**src/logic/tws_pkg.sv**
```systemverilog
// constants, types and state encoding of the two-wire register slave
// ----------------------------------------------------------------
// ----------------------------------------------------------------
package tws_pkg;

  // ------------------------------------------------------------
  // addresses and byte kinds
  // ------------------------------------------------------------
  localparam logic [7:0] ADDR_BYTE_LO = 8'hc0;
  localparam logic [7:0] ADDR_BYTE_HI = 8'hc2;
  localparam logic [1:0] KIND_ADDR = 2'h0;
  localparam logic [1:0] KIND_PTR = 2'h1;
  localparam logic [1:0] KIND_DATA = 2'h2;
  localparam logic [3:0] BITS_PER_BYTE = 4'h8;
  localparam logic [7:0] PTR_RESET = 8'h00;
  localparam logic [7:0] REG_RESET = 8'h00;

  // ------------------------------------------------------------
  // types
  // ------------------------------------------------------------
  typedef enum logic [4:0] {
    ST_IDLE = 5'h01,
    ST_RX = 5'h02,
    ST_ACK = 5'h04,
    ST_TX = 5'h08,
    ST_MACK = 5'h10
  } tws_state_t;

  // register write event toward the tuner core
  typedef struct packed {
    logic stb;
    logic [7:0] addr;
    logic [7:0] data;
  } tws_wr_t;

  // three-stage synchroniser plus filtered level
  typedef struct packed {
    logic [2:0] ff;
    logic level;
  } tws_sync_t;

endpackage : tws_pkg

```
**src/logic/tws_slave.sv**
```systemverilog
// two-wire register slave with internal byte register file
`timescale 1ns/1ps
module tws_slave #(
  parameter int NUM_REGS = 32
) (
  // clock and reset
  input wire logic i_clock,
  input wire logic i_rst,
  // bus pins
  input wire logic i_scl,
  input wire logic i_sda,
  output logic o_sda,
  output logic o_sda_oe,
  // address select strap
  input wire logic i_addr_sel,
  // core side
  output tws_pkg::tws_wr_t o_wr,
  output logic o_active
);

  // ------------------------------------------------------------
  // elaboration check
  // ------------------------------------------------------------
  if (NUM_REGS < 1 || NUM_REGS > 256) begin : g_bad_size
    $error("NUM_REGS must be 1 to 256");
  end

  // the address pair may differ only in the strap bit
  if ((tws_pkg::ADDR_BYTE_LO ^ tws_pkg::ADDR_BYTE_HI) != 8'h02) begin : g_bad_addr
    $error("address pair must differ in bit 1 only");
  end

  // limits: no clock stretching and no general call; the pointer wraps at 256,
  // and bytes written past the file are acknowledged but not kept

  // ------------------------------------------------------------
  // state layout
  // ------------------------------------------------------------
  typedef struct packed {
    // filtered pins
    tws_pkg::tws_sync_t scl;
    tws_pkg::tws_sync_t sda;
    tws_pkg::tws_sync_t sel;
    // transfer progress
    tws_pkg::tws_state_t state;
    logic [1:0] kind;
    logic [3:0] cnt;
    logic [7:0] shift;
    logic [7:0] ptr;
    logic rw;
    logic ack_ok;
    // bus drive and core view
    logic sda_oe;
    logic active;
    tws_pkg::tws_wr_t wr;
    // register file
    logic [NUM_REGS-1:0][7:0] regs;
  } tws_core_t;

  // present and next state
  tws_core_t r;
  tws_core_t next_r;

  // ------------------------------------------------------------
  // helpers
  // ------------------------------------------------------------
  // one synchroniser step: level moves when stages two and three agree
  // so a one-cycle glitch on a pin never reaches the level
  function automatic tws_pkg::tws_sync_t sync_step(input tws_pkg::tws_sync_t s, input logic pin);
    tws_pkg::tws_sync_t n;
    n = s;
    n.ff = {s.ff[1:0], pin};
    if (s.ff[1] == s.ff[2]) begin
      n.level = s.ff[2];
    end
    return n;
  endfunction : sync_step

  // register read; pointers past the file read as zero
  function automatic logic [7:0] reg_read(input logic [NUM_REGS-1:0][7:0] regs, input logic [7:0] p);
    logic [7:0] v;
    v = 8'h00;
    if (int'(p) < NUM_REGS) begin
      v = regs[p];
    end
    return v;
  endfunction : reg_read

  // load the addressed register for sending; its msb goes out at once
  function automatic tws_core_t load_read(input tws_core_t s);
    tws_core_t n;
    logic [7:0] v;
    n = s;
    v = reg_read(s.regs, s.ptr);
    n.shift = {v[6:0], 1'b0};
    n.sda_oe = ~v[7];
    n.ptr = s.ptr + 8'h01;
    n.cnt = 4'h1;
    n.state = tws_pkg::ST_TX;
    return n;
  endfunction : load_read

  // ------------------------------------------------------------
  // decoded line events
  // ------------------------------------------------------------
  logic scl_now;
  logic sda_now;
  logic scl_rise;
  logic scl_fall;
  logic start_cond;
  logic stop_cond;
  logic [7:0] own_addr;
  logic addr_match;

  // edges of the filtered lines, seen one cycle ahead of the level update;
  // looking ahead lets a start win over a data sample at the same edge
  always_comb begin
    // level as it will stand after this edge
    scl_now = (r.scl.ff[1] == r.scl.ff[2]) ? r.scl.ff[2] : r.scl.level;
    sda_now = (r.sda.ff[1] == r.sda.ff[2]) ? r.sda.ff[2] : r.sda.level;

    // clock edges
    scl_rise = scl_now & ~r.scl.level;
    scl_fall = ~scl_now & r.scl.level;

    // data moving while the clock stays high is a control condition
    start_cond = r.scl.level & scl_now & r.sda.level & ~sda_now;
    stop_cond = r.scl.level & scl_now & ~r.sda.level & sda_now;

    // own address from the strap
    own_addr = r.sel.level ? tws_pkg::ADDR_BYTE_HI : tws_pkg::ADDR_BYTE_LO;
    addr_match = (r.shift[7:1] == own_addr[7:1]);
  end

  // ------------------------------------------------------------
  // next state
  // ------------------------------------------------------------
  always_comb begin
    next_r = r;
    // pins through three stages
    next_r.scl = sync_step(r.scl, i_scl);
    next_r.sda = sync_step(r.sda, i_sda);
    next_r.sel = sync_step(r.sel, i_addr_sel);
    // store strobe lasts one cycle
    next_r.wr.stb = 1'b0;

    if (start_cond) begin
      // drop any partial byte and wait for an address
      next_r.state = tws_pkg::ST_RX;
      next_r.kind = tws_pkg::KIND_ADDR;
      next_r.cnt = 4'h0;
      next_r.sda_oe = 1'b0;
      next_r.active = 1'b0;
    end else if (stop_cond) begin
      // bus free again; pointer and register file carried over to the next transfer
      next_r.state = tws_pkg::ST_IDLE;
      next_r.cnt = 4'h0;
      next_r.sda_oe = 1'b0;
      next_r.active = 1'b0;
    end else begin
      case (r.state)
        tws_pkg::ST_IDLE: begin
          // line released while waiting for start
          next_r.sda_oe = 1'b0;
        end

        tws_pkg::ST_RX: begin
          if (scl_rise && r.cnt < tws_pkg::BITS_PER_BYTE) begin
            // sample on rising clock, msb first
            next_r.shift = {r.shift[6:0], sda_now};
            next_r.cnt = r.cnt + 4'h1;
          end else if (scl_fall && r.cnt == tws_pkg::BITS_PER_BYTE) begin
            // eighth bit done: decide on the byte while the clock is low
            next_r.cnt = 4'h0;
            case (r.kind)
              tws_pkg::KIND_ADDR: begin
                if (addr_match) begin
                  next_r.rw = r.shift[0];
                  next_r.sda_oe = 1'b1;
                  next_r.state = tws_pkg::ST_ACK;
                  next_r.active = 1'b1;
                end else begin
                  // not ours: stay off the line until next start
                  next_r.state = tws_pkg::ST_IDLE;
                end
              end
              tws_pkg::KIND_PTR: begin
                // pointer byte: load and acknowledge
                next_r.ptr = r.shift;
                next_r.sda_oe = 1'b1;
                next_r.state = tws_pkg::ST_ACK;
              end
              default: begin
                // store, report, advance pointer, then acknowledge
                if (int'(r.ptr) < NUM_REGS) begin
                  next_r.regs[r.ptr] = r.shift;
                end
                next_r.wr.stb = 1'b1;
                next_r.wr.addr = r.ptr;
                next_r.wr.data = r.shift;
                next_r.ptr = r.ptr + 8'h01;
                next_r.sda_oe = 1'b1;
                next_r.state = tws_pkg::ST_ACK;
              end
            endcase
          end
        end

        tws_pkg::ST_ACK: begin
          // hold low through the ninth high phase, leave at its falling edge
          if (scl_fall) begin
            if (r.kind == tws_pkg::KIND_ADDR && r.rw) begin
              // first read byte goes out straight after the address ack
              next_r = load_read(next_r);
            end else begin
              // back to receiving: pointer byte first, then data
              next_r.sda_oe = 1'b0;
              next_r.cnt = 4'h0;
              next_r.state = tws_pkg::ST_RX;
              next_r.kind = (r.kind == tws_pkg::KIND_ADDR) ? tws_pkg::KIND_PTR : tws_pkg::KIND_DATA;
            end
          end
        end

        tws_pkg::ST_TX: begin
          if (scl_fall) begin
            if (r.cnt == tws_pkg::BITS_PER_BYTE) begin
              // release for the master's acknowledge slot
              next_r.sda_oe = 1'b0;
              next_r.state = tws_pkg::ST_MACK;
            end else begin
              // next bit while the clock is low
              next_r.sda_oe = ~r.shift[7];
              next_r.shift = {r.shift[6:0], 1'b0};
              next_r.cnt = r.cnt + 4'h1;
            end
          end
        end

        tws_pkg::ST_MACK: begin
          if (scl_rise) begin
            // master's answer taken on the rising clock
            next_r.ack_ok = ~sda_now;
          end else if (scl_fall) begin
            if (r.ack_ok) begin
              // master asked for the next register
              next_r = load_read(next_r);
            end else begin
              // stream over; wait for stop or repeated start
              next_r.sda_oe = 1'b0;
              next_r.state = tws_pkg::ST_IDLE;
            end
          end
        end

        default: begin
          // illegal code: recover to idle with the line released
          next_r.state = tws_pkg::ST_IDLE;
          next_r.sda_oe = 1'b0;
        end
      endcase
    end

    // reset last so it overrides every path; pins read as an idle bus
    if (i_rst) begin
      next_r.scl = '{ff: 3'h7, level: 1'b1};
      next_r.sda = '{ff: 3'h7, level: 1'b1};
      next_r.sel = '{ff: 3'h0, level: 1'b0};
      next_r.state = tws_pkg::ST_IDLE;
      next_r.kind = tws_pkg::KIND_ADDR;
      next_r.cnt = 4'h0;
      next_r.shift = 8'h00;
      next_r.ptr = tws_pkg::PTR_RESET;
      next_r.rw = 1'b0;
      next_r.ack_ok = 1'b0;
      next_r.sda_oe = 1'b0;
      next_r.active = 1'b0;
      next_r.wr = '{stb: 1'b0, addr: 8'h00, data: 8'h00};
      next_r.regs = {NUM_REGS{tws_pkg::REG_RESET}};
    end
  end

  // ------------------------------------------------------------
  // state register
  // ------------------------------------------------------------
  always_ff @(posedge i_clock) begin
    r <= next_r;
  end

  // ------------------------------------------------------------
  // outputs
  // ------------------------------------------------------------
  // open-drain: output level is always low, only the enable moves
  always_comb begin
    o_sda = 1'b0;
  end

  // registered outputs toward the pin and the core
  assign o_sda_oe = r.sda_oe;
  assign o_wr = r.wr;
  assign o_active = r.active;

endmodule : tws_slave

```
**config.mk**
```make
export PLATFORM = sky130hd
export DESIGN_NAME = tws_slave
export DESIGN_NICKNAME = d
export VERILOG_FILES = /design/src/logic/tws_pkg.sv /design/src/logic/tws_slave.sv
export SDC_FILE = /design/constraint.sdc
export NUM_CORES = 1
export LEC_CHECK = 0
export BUFFER_PORTS_ARGS = -buffer_cell sky130_fd_sc_hd__buf_2
export CORE_MARGIN = 2
export CORE_UTILIZATION = 60
export CTS_BUF_LIST = sky130_fd_sc_hd__clkbuf_16
export DETAILED_ROUTE_END_ITERATION = 10
export GPL_TIMING_DRIVEN = 0
export HOLD_SLACK_MARGIN = 0.12
export PLACE_DENSITY = 0.77
export SYNTH_ARGS = -nofsm -noshare
export SYNTH_HDL_FRONTEND = slang
export SYNTH_SLANG_ARGS = --single-unit
```
**constraint.sdc**
```tcl
create_clock -name i_clock -period 6.31 [get_ports i_clock]
set_input_delay 0.631 -clock i_clock [delete_from_list [all_inputs] [get_ports i_clock]]
set_output_delay 0.631 -clock i_clock [all_outputs]
set_load 0.05 [all_outputs]
```
==> Word level (Yosys, flattened, before mapping) <==
Index checks and enable logic that the tools add are counted.
{ "word_totals": {"reg_bits": 316, "out_inout_bits": 20, "wordCells": 204} }
{ "op_classes": {"n_addsub": 2, "magnitude_cmp": 4, "eq_ne": 33, "mux": 69, "n_bitwise": 22, "n_reduce_logical": 23} }
{ "ops": {"columns": ["cell", "n"], "rows": [
  ["two-way mux 275 bit", 3],
  ["case mux 274 bit (3 select lines)", 1],
  ["two-way mux 304 bit", 2],
  ["two-way mux 273 bit", 1],
  ["bitwise mux 256 bit", 1],
  ["two-way mux 256 bit", 1],
  ["two-way mux 8 bit", 16],
  ["case mux 12 bit (4 select lines)", 1],
  ["binary-select mux 8 bit (select 5 bit)", 1],
  ["demux 8 bit (select 5 bit)", 1],
  ["AND reduction 8 bit", 4],
  ["two-way mux 28 bit", 1],
  ["!= test 4 bit (second input constant)", 7],
  ["case mux 9 bit (3 select lines)", 1],
  ["two-way mux 5 bit", 5],
  ["case mux 5 bit (5 select lines)", 1],
  ["two-way mux 12 bit", 2],
  ["!= test 2 bit (second input constant)", 12],
  ["two-way mux 22 bit", 1],
  ["AND reduction 11 bit", 2],
  ["two-way mux 18 bit", 1],
  ["two-way mux 9 bit", 2],
  ["AND reduction 9 bit", 2],
  ["less-than comparator 8 x 6 -> 1 bit (second input constant)", 2],
  ["other kinds (34)", 82]
]} }

==> Logic depth before layout (Yosys ltp) <==
Gate-level depths: netlist of run 1.
{ "depth": {"word_depth": 16, "mapped_depth": 11, "ltp_nobuf": 9} }

==> Worst setup path before layout of run 1 <==
Ideal clock, no wire load.
{ "synth_path": {"path_kind": "flip-flop to flip-flop", "start": "register r[278] (netlist bit)", "end": "register r[132] (netlist bit)", "setup_ns": 0.129, "arrival_ns": 2.575, "required_time_ns": 6.181, "slack_ns": 3.606, "path_stages_with_launch": 11, "path_buffers": 5, "period_less_slack_ns": 2.704, "path_cell_list": "dfxtp_1 clkbuf_1 buf_1 buf_1 inv_1 ha_1 and2_1 clkbuf_1 nand3_1 clkbuf_1 o21ai_0"} }
{ "synth_via": {"elab_chain_len": 10, "word_cells_on_any_way": 13} }
{ "synth_rtl": {"columns": ["item", "line", "rtl"], "rows": [
  ["start, declared", "tws_slave.sv:61", "tws_core_t r;"],
  ["start signal, assigned", "tws_slave.sv:287", "r <= next_r;"],
  [">= comparator 8 x 1 -> 1 bit (implied by the code) / less-than comparator 8 x 6 -> 1 bit (equally long branches)", "tws_slave.sv:196, tws_slave.sv:195", null],
  ["logical AND 1 bit (implied by the code)", "tws_slave.sv:196", "next_r.regs[r.ptr] = r.shift;"],
  ["two-way mux 8 bit (implied by the code)", "tws_slave.sv:196", null],
  ["demux 8 bit (select 5 bit)", "tws_slave.sv:196", null],
  ["bitwise mux 256 bit", "tws_slave.sv:196", null],
  ["two-way mux 256 bit", "tws_slave.sv:195", "if (int'(r.ptr) < NUM_REGS) begin"],
  ["two-way mux 273 bit", "tws_slave.sv:175", "case (r.kind)"],
  ["two-way mux 275 bit", "tws_slave.sv:172", "end else if (scl_fall && r.cnt == tws_pkg::BITS_PER_BYTE) begin"],
  ["two-way mux 275 bit", "tws_slave.sv:168", "if (scl_rise && r.cnt < tws_pkg::BITS_PER_BYTE) begin"],
  ["case mux 274 bit (3 select lines)", "tws_slave.sv:161", "case (r.state)"]
]} }
Parallel ways exist; a longest one is shown, timed or not. The select of a mux whose other input is x is not followed.
A chain may end at the register's enable or synchronous reset.

==> Worst setup path in the final report of run 1 <==
{ "layout_path": {"start": "register r[278] (netlist bit)", "end": "register r[1] (netlist bit)"} }
Same word-level chain as after synthesis.

==> flow_summary.json, run 1 <==
{
  "outcome": "finished clean",
  "wl_per_cell_um": 24.49,
  "end_kind": "register",
  "worstSetupStartpointType": "register",
  "timing.fmax_mhz": 229.1,
  "critical_path_arrival_ps": 4740,
  "fp.dieW_um": 159.2,
  "cts_buffers": 34,
  "syn2layout_area_growth_pct": 10.59,
  "ys_warn_count": 0,
  "antenna_found_initial": 0,
  "drt-vias-per-instance": 6.649,
  "tns_ps": 0,
  "setup_violations": 0,
  "overflow": 0,
  "die_y_um": 159.2,
  "ys_ff_latch": 316,
  "h-tree-depth": 2,
  "layout_common_cells": "dfxtp_1, nor2_1, nand2_1",
  "vias": 13510,
  "slew_headroom_pct": 19.40,
  "grt_start_max_net_pins": 16,
  "maxCapViolations": 0,
  "ant_nets": 0,
  "synth_top_flop_cell": "dfxtp_1",
  "cts_setup_buffers": 0,
  "critPathKind": "register to register",
  "clockBufferDepth": 3,
  "min_path_type": "input port to register",
  "worst_pin_slew_ps": 1209,
  "final_common_cell": "dfxtp_1",
  "period_needed_ps": 4364,
  "max-vdd-ir-drop_v": 0.0002198,
  "critical_path.max_fanout": 10,
  "grt_pass1_vias": 12497,
  "finalWirelength_um": 49760,
  "ys_types": 70,
  "die-area_sq_um": 25340,
  "power.density_nw_per_um2": 249.4,
  "p_leak_nw": 5.233,
  "nets": 1706,
  "first_pass_iters": 8,
  "drtIter0Drc": 1929,
  "cp.required_ps": 6690,
  "rsz0062_at_grt": "no",
  "fin_crit_sh_pct": 69.16,
  "cts_tree": "done",
  "synth_edf_count": 0,
  "antennaDiodeCount": 0,
  "clk_latency_ps": 520,
  "num_rows": 56,
  "syn_inst": 1633,
  "postCtsResizedCells": 0,
  "final_max_slew_viol_count": 0,
  "hold_viol": 0,
  "syn_area_per_cell_sq_um": 8.848,
  "drc": 0,
  "routabilityCongestion": 1.040,
  "synthArstFlopShare_pct": 0,
  "start_util_pct": 61.37,
  "post-dp-hpwl_um": 35500,
  "pin_count": 25,
  "synth_area_sq_um": 14450,
  "placed_cell_area_sq_um": 14960,
  "skew_ps": 18.96,
  "cts_root_buffer": "clkbuf_16",
  "port_buffers": 23,
  "cts.sinks": 316,
  "cts_hold_buf": 0,
  "cts.clk_slew.worst_paths_ps": 70,
  "final_cell_area_sq_um": 15980,
  "syn-num-nets": 1647,
  "drive_gt1_share_pct": 9.048,
  "synth-seq-area-share_pct": 43.78,
  "fp.coreArea_sq_um": 23540,
  "gr-usage-all-layers_pct": 38.28,
  "grt_pass1_wl_um": 75070
}
==> power by group <==
part / total [mW] / switching [mW] / leakage [nW] / internal (mW)
clock network: 1.87 / 0.824 / 0.533 / 1.05
logic: 0.110 / 0.0754 / 2.15 / 0.0342
registers: 2.00 / 0.00234 / 2.55 / 2.00
==> routing by layer <==
layer  track usage (%)  part of all wire, %  routed length [um]  vias up
met5                 0                    0                   0        -
met1             50.83                   39               19610     6509
met3             7.580                   11                5360      171
li1                  -                    -                   -     5989
met2             60.04                   44               21960      841
met4             18.60                  5.7                2818        0
==> area by class of cell <==
class                      instances  area, sq um
inverter                          14        52.55
clock inverter                    22        140.1
fill                            2001         7564
sequential                       316         6326
timing repair buffer              23        115.1
clock buffer                      35        875.8
buffer                           155        694.4
multi-input combinational       1148         7376
tap                              319        399.1
==> state kept, by name, indices dropped and copies added (netlist names) <==
register	flops
o_active	1
r	297
o_sda_oe	1
o_wr	17
==> final timing paths <==
check | start | slack, ps | cells past startpoint | to
hold / removal | i_scl | 290 | 2 | r[313]
setup / recovery | r[278] | 1950 | 10 | r[1]
setup reg to reg | r[278] | 1950 | 10 | r[1]
hold reg to reg | r[309] | 410 | 1 | r[310]
==> synth_stat cells (9+ instances only) <==
cell / number / area [sq um]
dfxtp_1: 316 / 6326
nor2_1: 175 / 656.9
nand2_1: 137 / 514.2
o21ai_0: 135 / 675.7
mux2i_1: 125 / 1251
nand3b_1: 115 / 863.3
clkbuf_1: 104 / 390.4
a22oi_1: 95 / 713.2
a21oi_1: 53 / 265.3
nand3_1: 44 / 220.2
o22ai_1: 41 / 256.5
buf_4: 23 / 172.7
nor3_1: 19 / 95.09
a211oi_1: 15 / 112.6
buf_2: 15 / 75.07
inv_1: 14 / 52.55
mux4_2: 13 / 292.8
and2_1: 12 / 75.07
and3_1: 12 / 75.07
buf_1: 12 / 45.04
nor2b_1: 12 / 75.07
ha_1: 9 / 112.6
nor4_1: 9 / 56.30
or2_2: 9 / 56.30
==> critical path: stages, from the launching register on <==
cell      delay, ps
dfxtp_1         390
clkbuf_1        460
buf_1           620
buf_1           900
inv_1           220
ha_1            280
and2_1          150
clkbuf_1        220
nand3_1         390
clkbuf_1        400
o21ai_0         160
==> cells by family after synthesis <==
| group | count (synthesis) | synth area share, % |
|---|---|---|
| other | 1 | 0.02595 |
| xor gates and xnor gates | 8 | 0.4850 |
| DFF | 316 | 43.78 |
| muxes | 144 | 11.15 |
| adders and majority gates | 10 | 0.8486 |
| buffers and inverters | 169 | 5.170 |
| and+or+nand+nor | 595 | 21.64 |
| AOI/OAI and AO/OA | 390 | 16.89 |
==> through the flow <==
stage          worst slack (ps)  utilization (%)  hold slack, ps  total power [mW]  cells
2_1_floorplan              3606                -           389.5             2.122   1633
3_3_place_gp               2256            63.56           391.3             2.151   1975
3_5_place_dp               2189            63.56           404.9             2.153   1975
4_1_cts                    2153            67.87           284.1             3.977   2032
5_1_grt                    1860            67.87           302.8             4.068   2032
6_report                   1946            67.87           290.9             3.984   2032
No activity file was read; power rests on OpenSTA's default activity.
==> run 2, diff against run 1 <==
==> constraint.sdc (replaced) <==
create_clock -name i_clock -period 4.2 [get_ports i_clock]
set_input_delay 0.42 -clock i_clock [delete_from_list [all_inputs] [get_ports i_clock]]
set_output_delay 0.42 -clock i_clock [all_outputs]
set_load 0.05 [all_outputs]
==> flow_summary.json, run 2 (synthesis gave the netlist of run 1 again) <==
{
  "power.density_nw_per_um2": 374.0,
  "pin_count": 25,
  "p_leak_nw": 5.244,
  "multiInputGateArea_sq_um": 7376,
  "syn2layout_area_growth_pct": 10.74,
  "drc": 0,
  "cpMostUsedCell": "clkbuf_1",
  "largest-register": "r",
  "final_max_slew_viol_count": 0,
  "cts_tree": "done",
  "post-dp-hpwl_um": 35500,
  "wl_per_cell_um": 24.47,
  "port_buffers": 23,
  "setup_violations": 0,
  "maxCapViolations": 0,
  "min_path_type": "input port to register",
  "crit_path_start": "r[278]",
  "antennaDiodeCount": 0,
  "ff2ff_setup_slack_ps": 140,
  "drt-vias-per-instance": 6.668,
  "crit_slowest_cell": "buf_1",
  "cts.sinks": 316,
  "cts_setup_buffers": 0,
  "start_util_pct": 61.37,
  "timing.critical_path.to": "r[291]",
  "grt_start_max_net_pins": 16,
  "cp.required_ps": 4570,
  "fin_crit_sh_pct": 96.76,
  "die-area_sq_um": 25340,
  "r2r_cells": 9,
  "seq_area_sq_um": 6326,
  "worst_pin_slew_ps": 1217,
  "num_rows": 56,
  "critPathKind": "register to register",
  "h-tree-depth": 2,
  "hold_viol": 0,
  "dp.cells": 1975,
  "gr-usage-all-layers_pct": 38.28,
  "clockBufferDepth": 3,
  "outcome": "finished clean",
  "cts_root_buffer": "clkbuf_16",
  "max_stage_delay_ps": 960,
  "rsz0062_at_grt": "no",
  "first_pass_iters": 8,
  "vias": 13562,
  "ant_nets": 0,
  "tns_ps": 0,
  "layout_common_cells": "dfxtp_1, nor2_1, nand2_1",
  "min-delay-start": "i_addr_sel",
  "clk_latency_ps": 520,
  "critical_path_arrival_ps": 4440,
  "fp.coreArea_sq_um": 23540,
  "cts.clk_slew.worst_paths_ps": 70,
  "grt_pass1_wl_um": 75090,
  "die_y_um": 159.2,
  "cts_buffers": 34,
  "slew_headroom_pct": 18.83,
  "antenna_found_initial": 0,
  "overflow": 0,
  "drive_gt1_share_pct": 9.096,
  "worstPathCellList": "clkbuf_1, clkbuf_1, buf_1, mux2i_1, nor3_1, o21ai_0, a21oi_1, a211oi_1, o22ai_1",
  "end_kind": "register",
  "finalWirelength_um": 49780,
  "largest_register_ffs": 297,
  "fp.dieW_um": 159.2,
  "rr_endpoint": "r[291]",
  "nets": 1708,
  "dpl_worst_slack_ps": 78.88,
  "timing.fmax_mhz": 246.1,
  "r2r_start": "r[278]",
  "routabilityCongestion": 1.040,
  "critical_path.max_fanout": 10,
  "worstSetupStartpointType": "register",
  "drtIter0Drc": 1987,
  "fin_cells": 2034,
  "max-vdd-ir-drop_v": 0.0003253,
  "fill_cells": 1998,
  "grt_pass1_vias": 12502,
  "skew_ps": 19.81,
  "setup_slack_ps": 135.9,
  "period_needed_ps": 4064,
  "final_common_cell": "dfxtp_1"
}
## run 2: cell count changes in the layout (fill, tap and decap cells not counted), sizes merged
cell / delta
buf: -1
dlygate4sd3: +2
clkbuf: +1
## run 2: where the power goes
group | switching (mW) | internal (mW) | total [mW]
clock | 1.23 | 1.57 | 2.81
combinational | 0.114 | 0.0526 | 0.166
sequential | 0.00349 | 3.01 | 3.01
total | 1.35 | 4.63 | 5.98
## run 2: what timing repair did
| action | 4_1_cts | 5_1_grt |
|---|---|---|
| hold endpoints to repair | 2 | 0 |
| endpoints found under the setup margin | 0 | 50 |
| gates resized for setup | 0 | 2 |
| hold buffers | 2 | 0 |
## run 2: worst min-delay path by stage
stage / cells after the start / end
after CTS: 2 / r[305]
after global placement: 1 / r[314]
after detailed placement: 1 / r[310]
after global routing: 2 / r[305]
final: 2 / r[305]
after floorplan: 1 / r[310]
## run 2: critical path: cells and delay by family, from the launching register on
kind / cells / cell delay [ps]
AOI/OAI and AO/OA: 4 / 1000
buffers and inverters: 3 / 2000
DFF: 1 / 390
muxes: 1 / 430
and+or+nand+nor: 1 / 80
## run 2: area by class of cell
cell class                 count  share of cell area (%)
clock inverter                22                  0.8758
tap                          319                   2.495
clock buffer                  35                   5.474
multi-input combinational   1148                   46.10
sequential                   316                   39.54
inverter                      14                  0.3284
buffer                       155                   4.348
timing repair buffer          25                  0.8445
## run 2: through the flow
step / util [%] / hold slack [ps] / total power [mW] / cell area [sq um]
after floorplan: - / 389.5 / 3.189 / 14450
after global placement: 63.56 / 391.3 / 3.231 / 14960
after detailed placement: 63.56 / 404.9 / 3.234 / 14960
after CTS: 67.96 / 174.0 / 5.977 / 16000
after global routing: 67.96 / 179.4 / 6.113 / 16000
final: 67.96 / 162.3 / 5.984 / 16000
## run 2: layer usage
layer | global-route usage (%) | routed length, um | vias to the layer above
met5 | 0 | 0 | -
met4 | 18.60 | 2841 | 0
met3 | 7.580 | 5523 | 187
met2 | 60.04 | 22010 | 862
met1 | 50.84 | 19400 | 6529
li1 | - | - | 5984
==> run 3, diff against run 2 <==
--- a/config.mk
+++ b/config.mk
@@ -5,7 +5,7 @@
 export SDC_FILE = /design/constraint.sdc
 export NUM_CORES = 1
 export LEC_CHECK = 0
-export BUFFER_PORTS_ARGS = -buffer_cell sky130_fd_sc_hd__buf_2
+export BUFFER_PORTS_ARGS = -buffer_cell sky130_fd_sc_hd__clkbuf_2
 export CORE_MARGIN = 2
 export CORE_UTILIZATION = 60
 export CTS_BUF_LIST = sky130_fd_sc_hd__clkbuf_16
==> constraint.sdc (replaced) <==
create_clock -name i_clock -period 4 [get_ports i_clock]
set_input_delay 0.4 -clock i_clock [delete_from_list [all_inputs] [get_ports i_clock]]
set_output_delay 0.4 -clock i_clock [all_outputs]
set_load 0.05 [all_outputs]
==> flow_summary.json, run 3 (synthesis gave the netlist of run 1 again) <==
{
  "wl_per_cell_um": 24.62,
  "slew_headroom_pct": 18.25,
  "overflow": 0,
  "ant_nets": 0,
  "cts_setup_buffers": 0,
  "start_util_pct": 61.37,
  "fp.dieW_um": 159.2,
  "final_common_cell": "dfxtp_1",
  "hold_ws_ps": 413.3,
  "grt_pass1_vias": 12750,
  "timing.fmax_mhz": 262.9,
  "outcome": "finished clean",
  "gr-usage-all-layers_pct": 38.65,
  "syn2layout_area_growth_pct": 11.08,
  "final_max_slew_viol_count": 0,
  "cts_buffers": 35,
  "critPathKind": "register to register",
  "p_leak_nw": 5.252,
  "post-dp-hpwl_um": 35870,
  "cts_root_buffer": "clkbuf_16",
  "clockBufferDepth": 3,
  "cts_tree": "done",
  "multiInputGateArea_sq_um": 7376,
  "critical_path.max_fanout": 10,
  "routabilityCongestion": 1.043,
  "antenna_found_initial": 1,
  "skew_ps": 24.90,
  "fin_crit_sh_pct": 95.10,
  "final_util_pct": 68.18,
  "critical_path_arrival_ps": 4180,
  "period_needed_ps": 3804,
  "min_path_type": "register to register",
  "worst_pin_slew_ps": 1217,
  "finalWirelength_um": 50200,
  "h-tree-depth": 2,
  "cts.sinks": 316,
  "end_kind": "register",
  "worstSetupStartpointType": "register",
  "nets": 1710,
  "first_pass_iters": 8,
  "drt-vias-per-instance": 6.576,
  "num_rows": 56,
  "power.density_nw_per_um2": 393.7,
  "maxCapViolations": 0,
  "largest-register": "r",
  "cts.clk_slew.worst_paths_ps": 60,
  "dp.cells": 1975,
  "hold_viol": 0,
  "drtIter0Drc": 1945,
  "grt_start_max_net_pins": 14,
  "fill_cells": 1971,
  "max-vdd-ir-drop_v": 0.0004621,
  "vias": 13408,
  "fin_cells": 2039,
  "cp.required_ps": 4370,
  "layout_common_cells": "dfxtp_1, nor2_1, nand2_1",
  "fp.coreArea_sq_um": 23540,
  "setup_violations": 0,
  "seq_area_sq_um": 6326,
  "pin_count": 25,
  "port_buffers": 23,
  "drive_gt1_share_pct": 9.075,
  "die-area_sq_um": 25340,
  "rsz0062_at_grt": "no",
  "drc": 0,
  "clk_latency_ps": 530,
  "die_y_um": 159.2,
  "grt_pass1_wl_um": 75130,
  "largest_register_ffs": 297
}
[run 3: changes by cell type in the layout (fill, tap and decap cells not counted), sizes merged]
cell | previous run | this run
clkbuf | 140 | 165
inv | 23 | 24
clkdlybuf4s15 | 0 | 1
buf | 73 | 48
diode | 0 | 1
dlygate4sd3 | 2 | 3
clkinv | 12 | 13
[run 3: worst paths after layout]
path	startpoint	to	slack [ps]	depth (start not counted)
max	r[278]	r[291]	200	9
min	r[309]	r[310]	410	1
max reg2reg	r[278]	r[291]	200	9
min reg2reg	r[309]	r[310]	410	1
[run 3: per-stage QoR]
step | worst slack (ps) | power [mW] | TNS, ps | instance area [sq um]
after floorplan | 1296 | 3.348 | 0 | 14450
after global placement | -101.3 | 3.393 | -2059 | 14960
after detailed placement | -129.3 | 3.396 | -2691 | 14960
after CTS | 112.2 | 6.315 | 0 | 16050
after global routing | 61.78 | 6.460 | 0 | 16050
final | 195.9 | 6.319 | 0 | 16050
[run 3: repair_timing]
item,in CTS,in global routing
gates resized for setup,2,3
hold endpoints to repair,3,0
endpoints found under the setup margin,44,34
hold buffers,3,0
[run 3: cell type report]
cell class | count | area share (%)
flip-flops and latches | 316 | 39.41
well taps | 319 | 2.487
clock inverters | 24 | 0.8965
multi-input cells | 1148 | 45.95
repair buffers | 26 | 0.9043
diodes | 1 | 0.01559
clock buffers | 36 | 5.613
plain buffers | 155 | 4.389
inverters | 14 | 0.3274
[run 3: worst max-delay path, cell delays in order, from the launching register on]
cell             delay [ps]
dfxtp_1                 380
clkbuf_1                620
clkbuf_2                440
clkdlybuf4s15_2         620
mux2i_1                 590
o22ai_1                 170
a211oi_1                200
nand2_1                  80
a211oi_1                410
o22ai_1                 150
[run 3: report_power, final]
group	total [mW]	switching (mW)	internal [mW]
Sequential	3.16	0.00378	3.16
Clock	2.98	1.29	1.69
Combinational	0.177	0.121	0.0560
[run 3: per-layer routing]
| layer | global-route usage (%) | part of all wire, % |
|---|---|---|
| met2 | 59.07 | 43 |
| met4 | 21.45 | 6.4 |
| met3 | 12.14 | 13 |
| met1 | 48.70 | 38 |
| met5 | 0 | 0 |
